**config.mk**
```make
export PLATFORM = sky130hd
export DESIGN_NAME = vcc_config_timing
export DESIGN_NICKNAME = d
export VERILOG_FILES = /design/src/vcc_pkg.sv /design/src/vcc_config_timing.sv
export SDC_FILE = /design/constraint.sdc
export NUM_CORES = 1
export LEC_CHECK = 0
export ABC_AREA = 1
export BUFFER_PORTS_ARGS = -buffer_cell sky130_fd_sc_hd__buf_4
export CELL_PAD_IN_SITES_DETAIL_PLACEMENT = 0
export CELL_PAD_IN_SITES_GLOBAL_PLACEMENT = 2
export CORE_MARGIN = 4
export CORE_UTILIZATION = 34
export DETAILED_ROUTE_END_ITERATION = 8
export PLACE_DENSITY_LB_ADDON = 0.1
export SYNTH_ARGS = -nofsm -noshare
export SYNTH_HDL_FRONTEND = slang
export SYNTH_SLANG_ARGS = --single-unit
```
**constraint.sdc**
```tcl
create_clock -name sys_clk -period 2.3 [get_ports sys_clk]
set_input_delay 0.115 -clock sys_clk [delete_from_list [all_inputs] [get_ports sys_clk]]
set_output_delay 0.115 -clock sys_clk [all_outputs]
set_load 0.05 [all_outputs]
```
**src/vcc_pkg.sv**
```systemverilog
// constants, offsets and reset values of the capture configuration bank
package vcc_pkg;
    localparam logic [7:0] VCC_SILICON_REV = 8'h01; // value arbitrary
    localparam logic [6:0] VCC_DEV_ADDR = 7'h4C; // value arbitrary
    // ------------------------------------------
    // register offsets
    // ------------------------------------------
    localparam logic [7:0] ADR_SILICON_REVISION = 8'h00;
    localparam logic [7:0] ADR_DIVIDE_HIGH_BYTE = 8'h01;
    localparam logic [7:0] ADR_DIVIDE_LOW_NIBBLE = 8'h02;
    localparam logic [7:0] ADR_CLOCK_GEN_CONTROL = 8'h03;
    localparam logic [7:0] ADR_SAMPLING_PHASE = 8'h04;
    localparam logic [7:0] ADR_CLAMP_START = 8'h05;
    localparam logic [7:0] ADR_CLAMP_LENGTH = 8'h06;
    localparam logic [7:0] ADR_SYNC_OUT_WIDTH = 8'h07;
    localparam logic [7:0] ADR_RED_GAIN = 8'h08;
    localparam logic [7:0] ADR_GREEN_GAIN = 8'h09;
    localparam logic [7:0] ADR_BLUE_GAIN = 8'h0A;
    localparam logic [7:0] ADR_RED_OFFSET = 8'h0B;
    localparam logic [7:0] ADR_GREEN_OFFSET = 8'h0C;
    localparam logic [7:0] ADR_INPUT_CONTROL = 8'h0F;
    // ------------------------------------------
    // field positions and masks
    // ------------------------------------------
    localparam int VCO_MSB = 7;
    localparam int VCO_LSB = 6;
    localparam int PUMP_MSB = 5;
    localparam int PUMP_LSB = 3;
    localparam int PHASE_MSB = 7;
    localparam int PHASE_LSB = 3;
    localparam int CLAMP_SRC_BIT = 7;
    localparam logic [7:0] OFFSET_MASK = 8'hFE;
    localparam logic [7:0] INPUT_CTRL_MASK = 8'h80;
    // ------------------------------------------
    // reset values
    // ------------------------------------------
    localparam logic [11:0] DIVIDE_RESET = 12'h69D;
    localparam logic [7:0] RST_DIVIDE_HIGH = 8'h69;
    localparam logic [7:0] RST_DIVIDE_LOW = 8'hD0;
    localparam logic [7:0] RST_CLOCK_GEN = 8'h48;
    localparam logic [7:0] RST_PHASE = 8'h80;
    localparam logic [7:0] RST_CLAMP_START = 8'h08;
    localparam logic [7:0] RST_CLAMP_LENGTH = 8'h14;
    localparam logic [7:0] RST_SYNC_WIDTH = 8'h20;
    localparam logic [7:0] RST_GAIN = 8'h80;
    localparam logic [7:0] RST_OFFSET = 8'h7E;
    localparam logic [7:0] RST_INPUT_CTRL = 8'h00;
    localparam logic [3:0] BITS_PER_BYTE = 4'h8;

    typedef enum logic [3:0] {
        VCC_IDLE = 4'h0,
        VCC_ADDR = 4'h1,
        VCC_ADDR_ACK = 4'h3,
        VCC_SUB = 4'h2,
        VCC_SUB_ACK = 4'h6,
        VCC_WDAT = 4'h7,
        VCC_WDAT_ACK = 4'h5,
        VCC_RDAT = 4'hC,
        VCC_RACK = 4'hD
    } vcc_state_t;

    // writable register map
    function automatic logic vcc_is_rw(input logic [7:0] a);
        if (a >= ADR_DIVIDE_HIGH_BYTE && a <= ADR_GREEN_OFFSET) begin
            vcc_is_rw = 1'b1;
        end else if (a == ADR_INPUT_CONTROL) begin
            vcc_is_rw = 1'b1;
        end else begin
            vcc_is_rw = 1'b0;
        end
    endfunction

    // value of each storage slot after reset
    function automatic logic [7:0] vcc_reset_value(input logic [3:0] i);
        case (i)
            4'h1: vcc_reset_value = RST_DIVIDE_HIGH;
            4'h2: vcc_reset_value = RST_DIVIDE_LOW;
            4'h3: vcc_reset_value = RST_CLOCK_GEN;
            4'h4: vcc_reset_value = RST_PHASE;
            4'h5: vcc_reset_value = RST_CLAMP_START;
            4'h6: vcc_reset_value = RST_CLAMP_LENGTH;
            4'h7: vcc_reset_value = RST_SYNC_WIDTH;
            4'h8, 4'h9, 4'hA: vcc_reset_value = RST_GAIN;
            4'hB, 4'hC: vcc_reset_value = RST_OFFSET;
            default: vcc_reset_value = 8'h00;
        endcase
    endfunction
endpackage

```
**src/vcc_config_timing.sv**
```systemverilog
// configuration bank, serial slave and pixel timing of the capture front end
`timescale 1ns/1ps
module vcc_config_timing (
    input wire logic sys_clk,
    input wire logic rst_n,
    input wire logic scl_in,
    input wire logic sda_in,
    output logic sda_out,
    output logic sda_oe,
    input wire logic hsync_in,
    input wire logic clamp_pin_in,
    output logic [11:0] line_divide_value,
    output logic feedback_pulse,
    output logic [1:0] vco_range,
    output logic [2:0] pump_current,
    output logic [4:0] sample_phase,
    output logic [7:0] red_gain,
    output logic [7:0] green_gain,
    output logic [7:0] blue_gain,
    output logic [6:0] red_offset,
    output logic [6:0] green_offset,
    output logic sync_out,
    output logic clamp_out
);
    // ------------------------------------------
    // serial port
    // ------------------------------------------
    vcc_pkg::vcc_state_t state_reg;
    logic scl_q_reg;
    logic sda_q_reg;
    logic [3:0] bit_cnt_reg;
    logic [7:0] rx_reg;
    logic [7:0] tx_reg;
    logic [7:0] ptr_reg;
    logic rw_reg;
    logic nack_reg;
    logic wr_stb_reg;
    logic [7:0] wr_addr_reg;
    logic [7:0] wr_data_reg;
    logic [7:0] cfg_reg [0:15];
    logic [7:0] act_reg [0:15];
    logic scl_rise;
    logic scl_fall;
    logic bus_start;
    logic bus_stop;
    logic [7:0] ptr_inc;

    assign scl_rise = scl_in & ~scl_q_reg;
    assign scl_fall = ~scl_in & scl_q_reg;
    assign bus_start = scl_in & scl_q_reg & sda_q_reg & ~sda_in;
    assign bus_stop = scl_in & scl_q_reg & ~sda_q_reg & sda_in;
    assign ptr_inc = ptr_reg + 8'h01;

    function automatic logic [7:0] rd_value(input logic [7:0] a);
        if (a == vcc_pkg::ADR_SILICON_REVISION) begin
            rd_value = vcc_pkg::VCC_SILICON_REV;
        end else if (vcc_pkg::vcc_is_rw(a)) begin
            rd_value = cfg_reg[a[3:0]];
        end else begin
            rd_value = 8'h00;
        end
    endfunction

    always_ff @(posedge sys_clk or negedge rst_n) begin
        if (!rst_n) begin
            scl_q_reg <= 1'b1;
            sda_q_reg <= 1'b1;
        end else begin
            scl_q_reg <= scl_in;
            sda_q_reg <= sda_in;
        end
    end

    always_ff @(posedge sys_clk or negedge rst_n) begin
        if (!rst_n) begin
            state_reg <= vcc_pkg::VCC_IDLE;
            bit_cnt_reg <= 4'h0;
            rx_reg <= 8'h00;
            tx_reg <= 8'hFF;
            ptr_reg <= 8'h00;
            rw_reg <= 1'b0;
            nack_reg <= 1'b0;
            wr_stb_reg <= 1'b0;
            wr_addr_reg <= 8'h00;
            wr_data_reg <= 8'h00;
        end else begin
            wr_stb_reg <= 1'b0;
            if (bus_start) begin
                state_reg <= vcc_pkg::VCC_ADDR;
                bit_cnt_reg <= 4'h0;
                tx_reg <= 8'hFF;
            end else if (bus_stop) begin
                state_reg <= vcc_pkg::VCC_IDLE;
                tx_reg <= 8'hFF;
            end else if (scl_rise) begin
                if (state_reg == vcc_pkg::VCC_RACK) begin
                    nack_reg <= sda_in;
                end else if (state_reg == vcc_pkg::VCC_ADDR || state_reg == vcc_pkg::VCC_SUB ||
                             state_reg == vcc_pkg::VCC_WDAT) begin
                    rx_reg <= {rx_reg[6:0], sda_in};
                    bit_cnt_reg <= bit_cnt_reg + 4'h1;
                end
            end else if (scl_fall) begin
                case (state_reg)
                    vcc_pkg::VCC_ADDR: begin
                        if (bit_cnt_reg == vcc_pkg::BITS_PER_BYTE) begin
                            if (rx_reg[7:1] == vcc_pkg::VCC_DEV_ADDR) begin
                                state_reg <= vcc_pkg::VCC_ADDR_ACK;
                                rw_reg <= rx_reg[0];
                            end else begin
                                state_reg <= vcc_pkg::VCC_IDLE;
                            end
                        end
                    end
                    vcc_pkg::VCC_ADDR_ACK: begin
                        bit_cnt_reg <= 4'h0;
                        if (rw_reg) begin
                            state_reg <= vcc_pkg::VCC_RDAT;
                            tx_reg <= rd_value(ptr_reg);
                        end else begin
                            state_reg <= vcc_pkg::VCC_SUB;
                        end
                    end
                    vcc_pkg::VCC_SUB: begin
                        if (bit_cnt_reg == vcc_pkg::BITS_PER_BYTE) begin
                            state_reg <= vcc_pkg::VCC_SUB_ACK;
                            ptr_reg <= rx_reg;
                        end
                    end
                    vcc_pkg::VCC_SUB_ACK: begin
                        state_reg <= vcc_pkg::VCC_WDAT;
                        bit_cnt_reg <= 4'h0;
                    end
                    vcc_pkg::VCC_WDAT: begin
                        if (bit_cnt_reg == vcc_pkg::BITS_PER_BYTE) begin
                            state_reg <= vcc_pkg::VCC_WDAT_ACK;
                            wr_stb_reg <= 1'b1;
                            wr_addr_reg <= ptr_reg;
                            wr_data_reg <= rx_reg;
                        end
                    end
                    vcc_pkg::VCC_WDAT_ACK: begin
                        state_reg <= vcc_pkg::VCC_WDAT;
                        bit_cnt_reg <= 4'h0;
                        ptr_reg <= ptr_inc;
                    end
                    vcc_pkg::VCC_RDAT: begin
                        if (bit_cnt_reg == 4'h7) begin
                            state_reg <= vcc_pkg::VCC_RACK;
                            tx_reg <= 8'hFF;
                        end else begin
                            tx_reg <= {tx_reg[6:0], 1'b1};
                            bit_cnt_reg <= bit_cnt_reg + 4'h1;
                        end
                    end
                    vcc_pkg::VCC_RACK: begin
                        if (nack_reg) begin
                            state_reg <= vcc_pkg::VCC_IDLE;
                        end else begin
                            state_reg <= vcc_pkg::VCC_RDAT;
                            bit_cnt_reg <= 4'h0;
                            ptr_reg <= ptr_inc;
                            tx_reg <= rd_value(ptr_inc);
                        end
                    end
                    default: begin
                        state_reg <= vcc_pkg::VCC_IDLE;
                    end
                endcase
            end
        end
    end

    // open-drain data line, pulled low only
    assign sda_out = 1'b0;
    assign sda_oe = (state_reg == vcc_pkg::VCC_ADDR_ACK) | (state_reg == vcc_pkg::VCC_SUB_ACK) |
                    (state_reg == vcc_pkg::VCC_WDAT_ACK) | ((state_reg == vcc_pkg::VCC_RDAT) & ~tx_reg[7]);

    // ------------------------------------------
    // register store
    // ------------------------------------------
    logic wr_low_nibble;
    logic line_edge;
    logic divide_pend_reg;
    logic [11:0] divide_staged;
    logic [11:0] div_cnt_reg;

    assign wr_low_nibble = wr_stb_reg & (wr_addr_reg == vcc_pkg::ADR_DIVIDE_LOW_NIBBLE);
    assign divide_staged = {cfg_reg[1], cfg_reg[2][7:4]};

    always_ff @(posedge sys_clk or negedge rst_n) begin
        if (!rst_n) begin
            for (int i = 0; i < 16; i++) begin
                cfg_reg[i] <= vcc_pkg::vcc_reset_value(4'(i));
            end
        end else if (wr_stb_reg && vcc_pkg::vcc_is_rw(wr_addr_reg)) begin
            if (wr_addr_reg == vcc_pkg::ADR_RED_OFFSET || wr_addr_reg == vcc_pkg::ADR_GREEN_OFFSET) begin
                cfg_reg[wr_addr_reg[3:0]] <= wr_data_reg & vcc_pkg::OFFSET_MASK;
            end else if (wr_addr_reg == vcc_pkg::ADR_INPUT_CONTROL) begin
                cfg_reg[wr_addr_reg[3:0]] <= wr_data_reg & vcc_pkg::INPUT_CTRL_MASK;
            end else begin
                cfg_reg[wr_addr_reg[3:0]] <= wr_data_reg;
            end
        end
    end

    always_ff @(posedge sys_clk or negedge rst_n) begin
        if (!rst_n) begin
            for (int i = 0; i < 16; i++) begin
                act_reg[i] <= vcc_pkg::vcc_reset_value(4'(i));
            end
        end else if (line_edge) begin
            for (int i = 0; i < 16; i++) begin
                act_reg[i] <= cfg_reg[i];
            end
        end
    end

    always_ff @(posedge sys_clk or negedge rst_n) begin
        if (!rst_n) begin
            divide_pend_reg <= 1'b0;
        end else if (wr_low_nibble) begin
            divide_pend_reg <= 1'b1;
        end else if (line_edge) begin
            divide_pend_reg <= 1'b0;
        end
    end

    always_ff @(posedge sys_clk or negedge rst_n) begin
        if (!rst_n) begin
            line_divide_value <= vcc_pkg::DIVIDE_RESET;
        end else if (line_edge && divide_pend_reg) begin
            line_divide_value <= divide_staged;
        end
    end

    // ------------------------------------------
    // line divider and sync output
    // ------------------------------------------
    logic [7:0] sync_cnt_reg;

    assign line_edge = (div_cnt_reg >= line_divide_value);

    always_ff @(posedge sys_clk or negedge rst_n) begin
        if (!rst_n) begin
            div_cnt_reg <= 12'h000;
            feedback_pulse <= 1'b0;
        end else begin
            div_cnt_reg <= line_edge ? 12'h000 : div_cnt_reg + 12'h001;
            feedback_pulse <= line_edge;
        end
    end

    always_ff @(posedge sys_clk or negedge rst_n) begin
        if (!rst_n) begin
            sync_cnt_reg <= 8'h00;
        end else if (feedback_pulse) begin
            sync_cnt_reg <= act_reg[7];
        end else if (sync_cnt_reg != 8'h00) begin
            sync_cnt_reg <= sync_cnt_reg - 8'h01;
        end
    end
    assign sync_out = (sync_cnt_reg != 8'h00);

    // ------------------------------------------
    // clamp timing
    // ------------------------------------------
    logic hs_q_reg;
    logic hs_fall;
    logic clamp_ext;
    logic [7:0] dly_cnt_reg;
    logic [7:0] len_cnt_reg;

    assign hs_fall = hs_q_reg & ~hsync_in;
    assign clamp_ext = act_reg[15][vcc_pkg::CLAMP_SRC_BIT];

    always_ff @(posedge sys_clk or negedge rst_n) begin
        if (!rst_n) begin
            hs_q_reg <= 1'b0;
            dly_cnt_reg <= 8'h00;
            len_cnt_reg <= 8'h00;
        end else begin
            hs_q_reg <= hsync_in;
            if (hs_fall) begin
                dly_cnt_reg <= act_reg[5];
            end else if (dly_cnt_reg != 8'h00) begin
                dly_cnt_reg <= dly_cnt_reg - 8'h01;
            end
            if (dly_cnt_reg == 8'h01 && !hs_fall) begin
                len_cnt_reg <= act_reg[6];
            end else if (len_cnt_reg != 8'h00) begin
                len_cnt_reg <= len_cnt_reg - 8'h01;
            end
        end
    end

    always_ff @(posedge sys_clk or negedge rst_n) begin
        if (!rst_n) begin
            clamp_out <= 1'b0;
        end else begin
            clamp_out <= clamp_ext ? clamp_pin_in : (len_cnt_reg != 8'h00);
        end
    end

    assign vco_range = act_reg[3][vcc_pkg::VCO_MSB:vcc_pkg::VCO_LSB];
    assign pump_current = act_reg[3][vcc_pkg::PUMP_MSB:vcc_pkg::PUMP_LSB];
    assign sample_phase = act_reg[4][vcc_pkg::PHASE_MSB:vcc_pkg::PHASE_LSB];
    assign red_gain = act_reg[8];
    assign green_gain = act_reg[9];
    assign blue_gain = act_reg[10];
    assign red_offset = act_reg[11][7:1];
    assign green_offset = act_reg[12][7:1];

    // ------------------------------------------
    // assertions
    // ------------------------------------------
    property p_rev_read;
        @(posedge sys_clk) disable iff (!rst_n)
        (scl_fall && !bus_start && !bus_stop && state_reg == vcc_pkg::VCC_ADDR_ACK && rw_reg &&
         ptr_reg == 8'h00) |=> (tx_reg == vcc_pkg::VCC_SILICON_REV);
    endproperty
    a_rev_read: assert property (p_rev_read) else $error("revision byte not loaded");

    property p_div_hold;
        @(posedge sys_clk) disable iff (!rst_n)
        !divide_pend_reg && !wr_low_nibble |=> $stable(line_divide_value);
    endproperty
    a_div_hold: assert property (p_div_hold) else $error("divide changed without low write");

    property p_div_load;
        @(posedge sys_clk) disable iff (!rst_n)
        divide_pend_reg && line_edge |=> (line_divide_value == $past(divide_staged));
    endproperty
    a_div_load: assert property (p_div_load) else $error("divide parts not loaded together");

    property p_div_wrap;
        @(posedge sys_clk) disable iff (!rst_n)
        line_edge |=> (div_cnt_reg == 12'h000) ##1 (div_cnt_reg == 12'h001 || feedback_pulse);
    endproperty
    a_div_wrap: assert property (p_div_wrap) else $error("line divider wrap wrong");

    property p_sync_start;
        @(posedge sys_clk) disable iff (!rst_n)
        feedback_pulse && act_reg[7] != 8'h00 |=> sync_out;
    endproperty
    a_sync_start: assert property (p_sync_start) else $error("sync output not started");

    property p_sync_end;
        @(posedge sys_clk) disable iff (!rst_n)
        sync_cnt_reg == 8'h01 && !feedback_pulse |=> !sync_out;
    endproperty
    a_sync_end: assert property (p_sync_end) else $error("sync output width wrong");

    property p_clamp_int;
        @(posedge sys_clk) disable iff (!rst_n)
        !clamp_ext && dly_cnt_reg == 8'h01 && !hs_fall && act_reg[6] != 8'h00 |=> ##1 clamp_out;
    endproperty
    a_clamp_int: assert property (p_clamp_int) else $error("internal clamp not started");

    property p_clamp_ext;
        @(posedge sys_clk) disable iff (!rst_n)
        clamp_ext |=> (clamp_out == $past(clamp_pin_in));
    endproperty
    a_clamp_ext: assert property (p_clamp_ext) else $error("external clamp not followed");

    property p_apply;
        @(posedge sys_clk) disable iff (!rst_n)
        line_edge |=> (vco_range == $past(cfg_reg[3][7:6]));
    endproperty
    a_apply: assert property (p_apply) else $error("range not applied at line boundary");
endmodule

```
# == After elaboration in Yosys (flattened, before gate mapping) ==
# Index checks and enable logic that the tools add are counted.
# word_totals
ff_bits,321
inputBits,6
out_inout_bits,65
wordCells,243
# op_classes
n_addsub,6
n_lt_le_gt_ge,11
eq_ne,32
n_mux,85
n_bitwise,26
n_reduce_logical,35
# ops
operator,count
128-bit bitwise mux,3
128-bit two-way mux,2
8-bit two-way mux,24
4-bit two-way mux,18
8-bit binary-select mux with 4-bit select,2
8-bit one-hot mux with 3 select lines,2
"8-bit by 4-bit == test with 1-bit output, second input constant",5
8-bit demux with 4-bit select,1
1-bit two-way mux,29
4-bit one-hot mux with 7 select lines,1
"8-bit by 1-bit >= comparator with 1-bit output, second input constant",3
"8-bit by 4-bit less-or-equal comparator with 1-bit output, second input constant",3
8-bit nonzero test,3
"8-bit by 1-bit subtractor with 8-bit output, second input constant",3
7-bit AND reduction,3
"4-bit by 3-bit == test with 1-bit output, second input constant",4
8-bit zero test,2
"4-bit != test, second input constant",4
"5-bit >= comparator, second input constant",3
4-bit NOT with 5-bit output,3
"12-bit by 1-bit adder with 12-bit output, second input constant",1
"4-bit == test, second input constant",3
12-bit >= comparator,1
12-bit two-way mux,1
other kinds (29),71

# == Depth between registers and ports, before layout ==
# logic_depth
ltp_word,19
depth_mapped,17
depth_no_buf,13

# == Worst setup path before layout ==
# OpenSTA, ideal clock, no wires.
# synth_path
kind,register -> register
from,register ptr_reg[1]
to,register tx_reg[7]
setup_time_ns,0.076
arrival_ns,2.409
t_required_ns,2.224
slack_ns,-0.185
stages_incl_launch_ff,17
n_path_buf,5
path_cell_list,dfrtp_1 -> buf_2 -> inv_1 -> buf_2 -> buf_2 -> ha_1 -> clkbuf_1 -> clkinv_1 -> clkbuf_1 -> a21oi_1 -> o21ai_0 -> nand3_1 -> nand3_1 -> nand3_1 -> nor2_1 -> nor2_1 -> nor2_1
# synth_via
elab_chain_len,19
word_cells_on_any_way,48
cone_classes,1 x add/sub; 4 x order compare; 2 x eq/ne; 35 x mux; 2 x bitwise; 4 x reduce/logical
# synth_lines
item,line,rtl
start: declaration,vcc_config_timing.sv:34,logic [7:0] ptr_reg;
start signal: assignment,vcc_config_timing.sv:127,ptr_reg <= rx_reg;
start signal: assignment,vcc_config_timing.sv:145,ptr_reg <= ptr_inc;
start signal: assignment,vcc_config_timing.sv:162,ptr_reg <= ptr_inc;
8-bit by 1-bit adder with 8-bit output,vcc_config_timing.sv:52,assign ptr_inc = ptr_reg + 8'h01;
"8-bit by 1-bit >= comparator with 1-bit output, or another cell as far along",vcc_pkg.sv:64,if (a >= ADR_DIVIDE_HIGH_BYTE && a <= ADR_GREEN_OFFSET) begin
1-bit logical AND / 1-bit two-way mux (equally long branches),"vcc_pkg.sv:64, vcc_pkg.sv:66",
1-bit two-way mux,vcc_pkg.sv:64,
1-bit two-way mux,vcc_config_timing.sv:55,if (a == vcc_pkg::ADR_SILICON_REVISION) begin
1-bit two-way mux,vcc_config_timing.sv:157,if (nack_reg) begin
1-bit two-way mux,vcc_config_timing.sv:104,case (state_reg)
1-bit two-way mux,vcc_config_timing.sv:103,end else if (scl_fall) begin
(+3 left out),n/a,
8-bit two-way mux,vcc_config_timing.sv:57,end else if (vcc_pkg::vcc_is_rw(a)) begin
8-bit two-way mux,vcc_config_timing.sv:55,
8-bit two-way mux,vcc_config_timing.sv:157,
8-bit one-hot mux with 3 select lines *,vcc_config_timing.sv:104,
8-bit two-way mux *,vcc_config_timing.sv:103,
8-bit two-way mux *,vcc_config_timing.sv:95,end else if (scl_rise) begin
8-bit two-way mux *,vcc_config_timing.sv:92,end else if (bus_stop) begin
8-bit two-way mux *,vcc_config_timing.sv:88,if (bus_start) begin
end signal: assignment,vcc_config_timing.sv:119,tx_reg <= rd_value(ptr_reg);
end signal: assignment,vcc_config_timing.sv:152,"tx_reg <= {tx_reg[6:0], 1'b1};"
end signal: assignment,vcc_config_timing.sv:163,tx_reg <= rd_value(ptr_inc);
end: declaration,vcc_config_timing.sv:33,logic [7:0] tx_reg;
# Every way passes the cells marked *; elsewhere a longest branch is shown, timed or not. The select of a mux whose other input is x is not followed.
# A chain may end at the register's enable or synchronous reset.

# == Worst setup path in the final report ==
# layout_path
from,register ptr_reg[0]
to,register tx_reg[4]
# Same word-level chain as after synthesis.

==> results.rst <==
.. list-table::
   :header-rows: 1

   * - Metric
     - Value
   * - Number of cell rows
     - 79
   * - Die width
     - 226 µm
   * - Post-route clock skew
     - 0.0138 ns
   * - Unique masters post-synth
     - 47
   * - Type of the most critical hold path
     - input port to async pin
   * - Vias in the first global route
     - 12919
   * - Top post-synthesis cells by area
     - sky130_fd_sc_hd__dfrtp_1 (37%), sky130_fd_sc_hd__dfstp_2 (11%), sky130_fd_sc_hd__nand2_1 (10%), sky130_fd_sc_hd__o21ai_0 (7.1%), sky130_fd_sc_hd__inv_1 (5.4%)
   * - Port Buffer Count
     - 69
   * - Class of the most critical setup path
     - flop to flop
   * - Routed wire length per instance
     - 18.6 µm
   * - Number of flops mapped to enable cells by yosys
     - 0
   * - Most frequent cells after synthesis
     - sky130_fd_sc_hd__nand2_1 (441), sky130_fd_sc_hd__dfrtp_1 (238), sky130_fd_sc_hd__inv_1 (233), sky130_fd_sc_hd__o21ai_0 (230), sky130_fd_sc_hd__nor2_1 (167)
   * - First-pass GRT wire length
     - 78800 µm
   * - Final-stage net count
     - 2101
   * - Most frequent cell after synthesis
     - sky130_fd_sc_hd__nand2_1
   * - Synth Area in Adders
     - 2.24%
   * - Async S/R FF share, synth
     - 100%
   * - # IOs
     - 71
   * - Remaining max-slew budget at the tightest pin
     - 55.6%
   * - Time the worst path needs with I/O delays and setup
     - 2.19 ns
   * - Combinational family with the most area after synthesis
     - simple AND/OR/NAND/NOR gates
   * - Post-synthesis share of cell area spent on xor and xnor gates
     - 1.40%
   * - Net count after synthesis
     - 2082
   * - Most area-hungry cell type in the Yosys netlist
     - sky130_fd_sc_hd__dfrtp_1
   * - Largest register FFs
     - 112
   * - Initial antenna violation count
     - 0
   * - Violation count after the first detailed-routing iteration
     - 1035
   * - Number of pins exceeding their max-slew limit in the final report
     - 0
   * - RePlAce Congestion
     - 0.870
   * - Fill cells
     - 4895
   * - Total GRT Usage
     - 19.9%
   * - Share of final-layout standard cells stronger than drive strength 1
     - 16.8%
   * - Total of max-cap violations
     - 0
   * - Worst hold slack after final layout
     - 0.0323 ns
   * - Portion of the clock cycle consumed by the worst path in the final layout
     - 95.1%
   * - Number of clock buffers inserted by TritonCTS
     - 38
   * - Final Hold Violating Endpoints
     - 0
   * - Transition time of the tightest slew-check pin
     - 0.666 ns
   * - P&R area growth vs syn
     - 15.5%
   * - Endpoint kind of the worst setup timing path
     - flop
   * - Mapped Avg Cell Area
     - 7.92 µm²
   * - Remaining antenna violation count
     - 0
   * - Y dimension of the die
     - 226 µm
   * - Total die area
     - 51300 µm²
   * - Deepest level of the CTS H-tree
     - 2
   * - Starting utilization of the core area
     - 34.6%
   * - Count of vias placed by the detailed router
     - 13084
   * - Static Leakage
     - 0.00849 µW
   * - Power density of the placed cells
     - 1050 nW/µm²
   * - Clk sink count
     - 306
   * - Startpoint type of the worst setup path
     - flop
   * - Most frequently used flop master after synthesis
     - sky130_fd_sc_hd__dfrtp_1
   * - Detailed-routing iteration count for the pre-antenna-repair pass
     - 6
   * - Sum of negative setup slack
     - 0 ns
   * - Final setup violation count
     - 0
   * - Max Freq
     - 457 MHz
   * - Number of register bits inferred by synthesis
     - 306
   * - Count of warnings emitted by yosys
     - 0
   * - Clock Root Buffer
     - sky130_fd_sc_hd__clkbuf_16
   * - Largest net degree at the start of global routing
     - 102
   * - Sequential share of the synthesized area
     - 47.7%
   * - Clock tree from TritonCTS
     - built
   * - Cells after synthesis
     - 2047
   * - Worst-case vdd ir drop
     - 771 µV
   * - Worst Path Arrival
     - 2.66 ns
   * - Clk slew on worst S/H paths
     - 0.06 ns
   * - Largest fanout on the critical path
     - 16
   * - Detailed Route WL
     - 50400 µm
   * - Clock network latency to the later pin of the worst-skew pair
     - 0.55 ns
   * - Number of buffers on the longest clock path
     - 3
   * - Post-CTS Setup Bufs
     - 0
   * - Compound-cell area share of the yosys netlist
     - 15.0%
   * - Yosys top cell area share
     - 36.7%
   * - Core box area
     - 46900 µm²
   * - Via/cell ratio
     - 4.84
   * - Remaining design rule violation count
     - 0
   * - Post-synthesis simple-gate area fraction
     - 22.0%
   * - Unrepaired setup endpoints after global routing
     - no
   * - Mux contribution to synthesized area
     - 0.0617%
   * - Post-detail-place hpwl
     - 36500 µm
   * - Grt total ovfl
     - 0
   * - Cell area after synthesis
     - 16200 µm²
   * - Status
     - complete, no violations
   * - Crit path required time
     - 2.78 ns
layout make-up:
type | count | area (µm²) | share of cell area (%)
clock buffers | 54 | 1070 | 5.72
multi-input cells | 1331 | 6660 | 35.6
diodes | 1 | 2.50 | 0.0134
well taps | 607 | 759 | 4.05
inverters | 243 | 930 | 4.96
repair buffers | 146 | 1360 | 7.26
flip-flops and latches | 306 | 7750 | 41.3
clock inverters | 15 | 206 | 1.10
worst paths after layout:
kind,from,end,slack [ns],cells past startpoint
max in group asynchronous,rst_n,line_divide_value[4]$_DFFE_PN1P_,1.48,3
max,ptr_reg[0]$_DFFE_PN0P_,tx_reg[4]$_DFFE_PN1P_,0.11,12
max reg2reg,ptr_reg[0]$_DFFE_PN0P_,tx_reg[4]$_DFFE_PN1P_,0.11,12
min in group sys_clk,hsync_in,hs_q_reg$_DFF_PN0_,0.22,2
min,rst_n,hs_q_reg$_DFF_PN0_,0.03,2
min reg2reg,cfg_reg[22]$_DFFE_PN0P_,cfg_reg[22]$_DFFE_PN0P_,0.37,0
per-stage QoR:
step | total power, µW | instances | area [µm²] | worst slack [ns] | util [%]
after floorplan | 10400 | 2047 | 16200 | 0.00697 | -
after global placement | 13400 | 2628 | 17300 | 0.123 | 37.0
after CTS | 19700 | 2702 | 18700 | 0.0704 | 39.9
final | 19700 | 2703 | 18700 | 0.113 | 40.0
after detailed placement | 13400 | 2628 | 17300 | 0.0790 | 37.0
after global routing | 21000 | 2702 | 18700 | 0.00129 | 40.0
placed cells by master (no fill, tap or decap), types with 16 or more instances in the layout:
cell                        count
sky130_fd_sc_hd__nand2_1      438
sky130_fd_sc_hd__dfrtp_1      237
sky130_fd_sc_hd__inv_1        231
sky130_fd_sc_hd__o21ai_0      230
sky130_fd_sc_hd__nor2_1       163
sky130_fd_sc_hd__a21oi_1      142
sky130_fd_sc_hd__nand3_1      132
sky130_fd_sc_hd__buf_4        119
sky130_fd_sc_hd__dfstp_2       68
sky130_fd_sc_hd__clkbuf_16     39
sky130_fd_sc_hd__ha_1          28
sky130_fd_sc_hd__o21ai_1       26
sky130_fd_sc_hd__o21ai_2       24
sky130_fd_sc_hd__nand4_1       19
sky130_fd_sc_hd__buf_12        19
sky130_fd_sc_hd__nor3_1        17
sky130_fd_sc_hd__xor2_1        16
sky130_fd_sc_hd__o211ai_1      16
where the power goes:
part	total [µW]	switching (µW)	internal [µW]
Combinational	7600	5030	2570
Clock	6190	2380	3810
Sequential	5860	242	5620
Total	19700	7650	12000
critical path, cell delays in order (launching register included):
cell	delay, ns
sky130_fd_sc_hd__dfrtp_4	0.44
sky130_fd_sc_hd__inv_2	0.06
sky130_fd_sc_hd__ha_1	0.37
sky130_fd_sc_hd__clkinv_4	0.17
sky130_fd_sc_hd__buf_12	0.19
sky130_fd_sc_hd__a21oi_1	0.11
sky130_fd_sc_hd__o21ai_0	0.09
sky130_fd_sc_hd__nand3_1	0.16
sky130_fd_sc_hd__nand3_1	0.19
sky130_fd_sc_hd__nand3_1	0.11
sky130_fd_sc_hd__nor2_1	0.05
sky130_fd_sc_hd__nor2_1	0.11
sky130_fd_sc_hd__nor2_1	0.05
per-layer routing:
metal	wire length [µm]	vias to the layer above	GRT usage [%]
met3	1930	50	3.34
met5	0	-	0
met1	24100	6238	27.8
met2	23400	213	32.7
li1	-	6583	-
met4	922	0	4.38
timing repair:
action / CTS / global route
hold buffers: 5 / 0
pin swaps: 0 / 1
gates resized for setup: 1 / 20
endpoints found under the hold margin: 248 / 0
setup endpoints to repair: 1 / 31
cell families (layout without fill, tap and decap cells):
family                   count (synthesis)  after routing
AND/OR/NAND/NOR                        821            821
AO/OA/AOI/OAI                          453            453
buffers and inverters                  410            458
flip-flops                             306            306
adder cells (fa/ha/maj)                 29             29
XOR/XNOR                                26             26
other                                    1              2
multiplexers                             1              1
No activity file was read; power rests on OpenSTA's default activity.
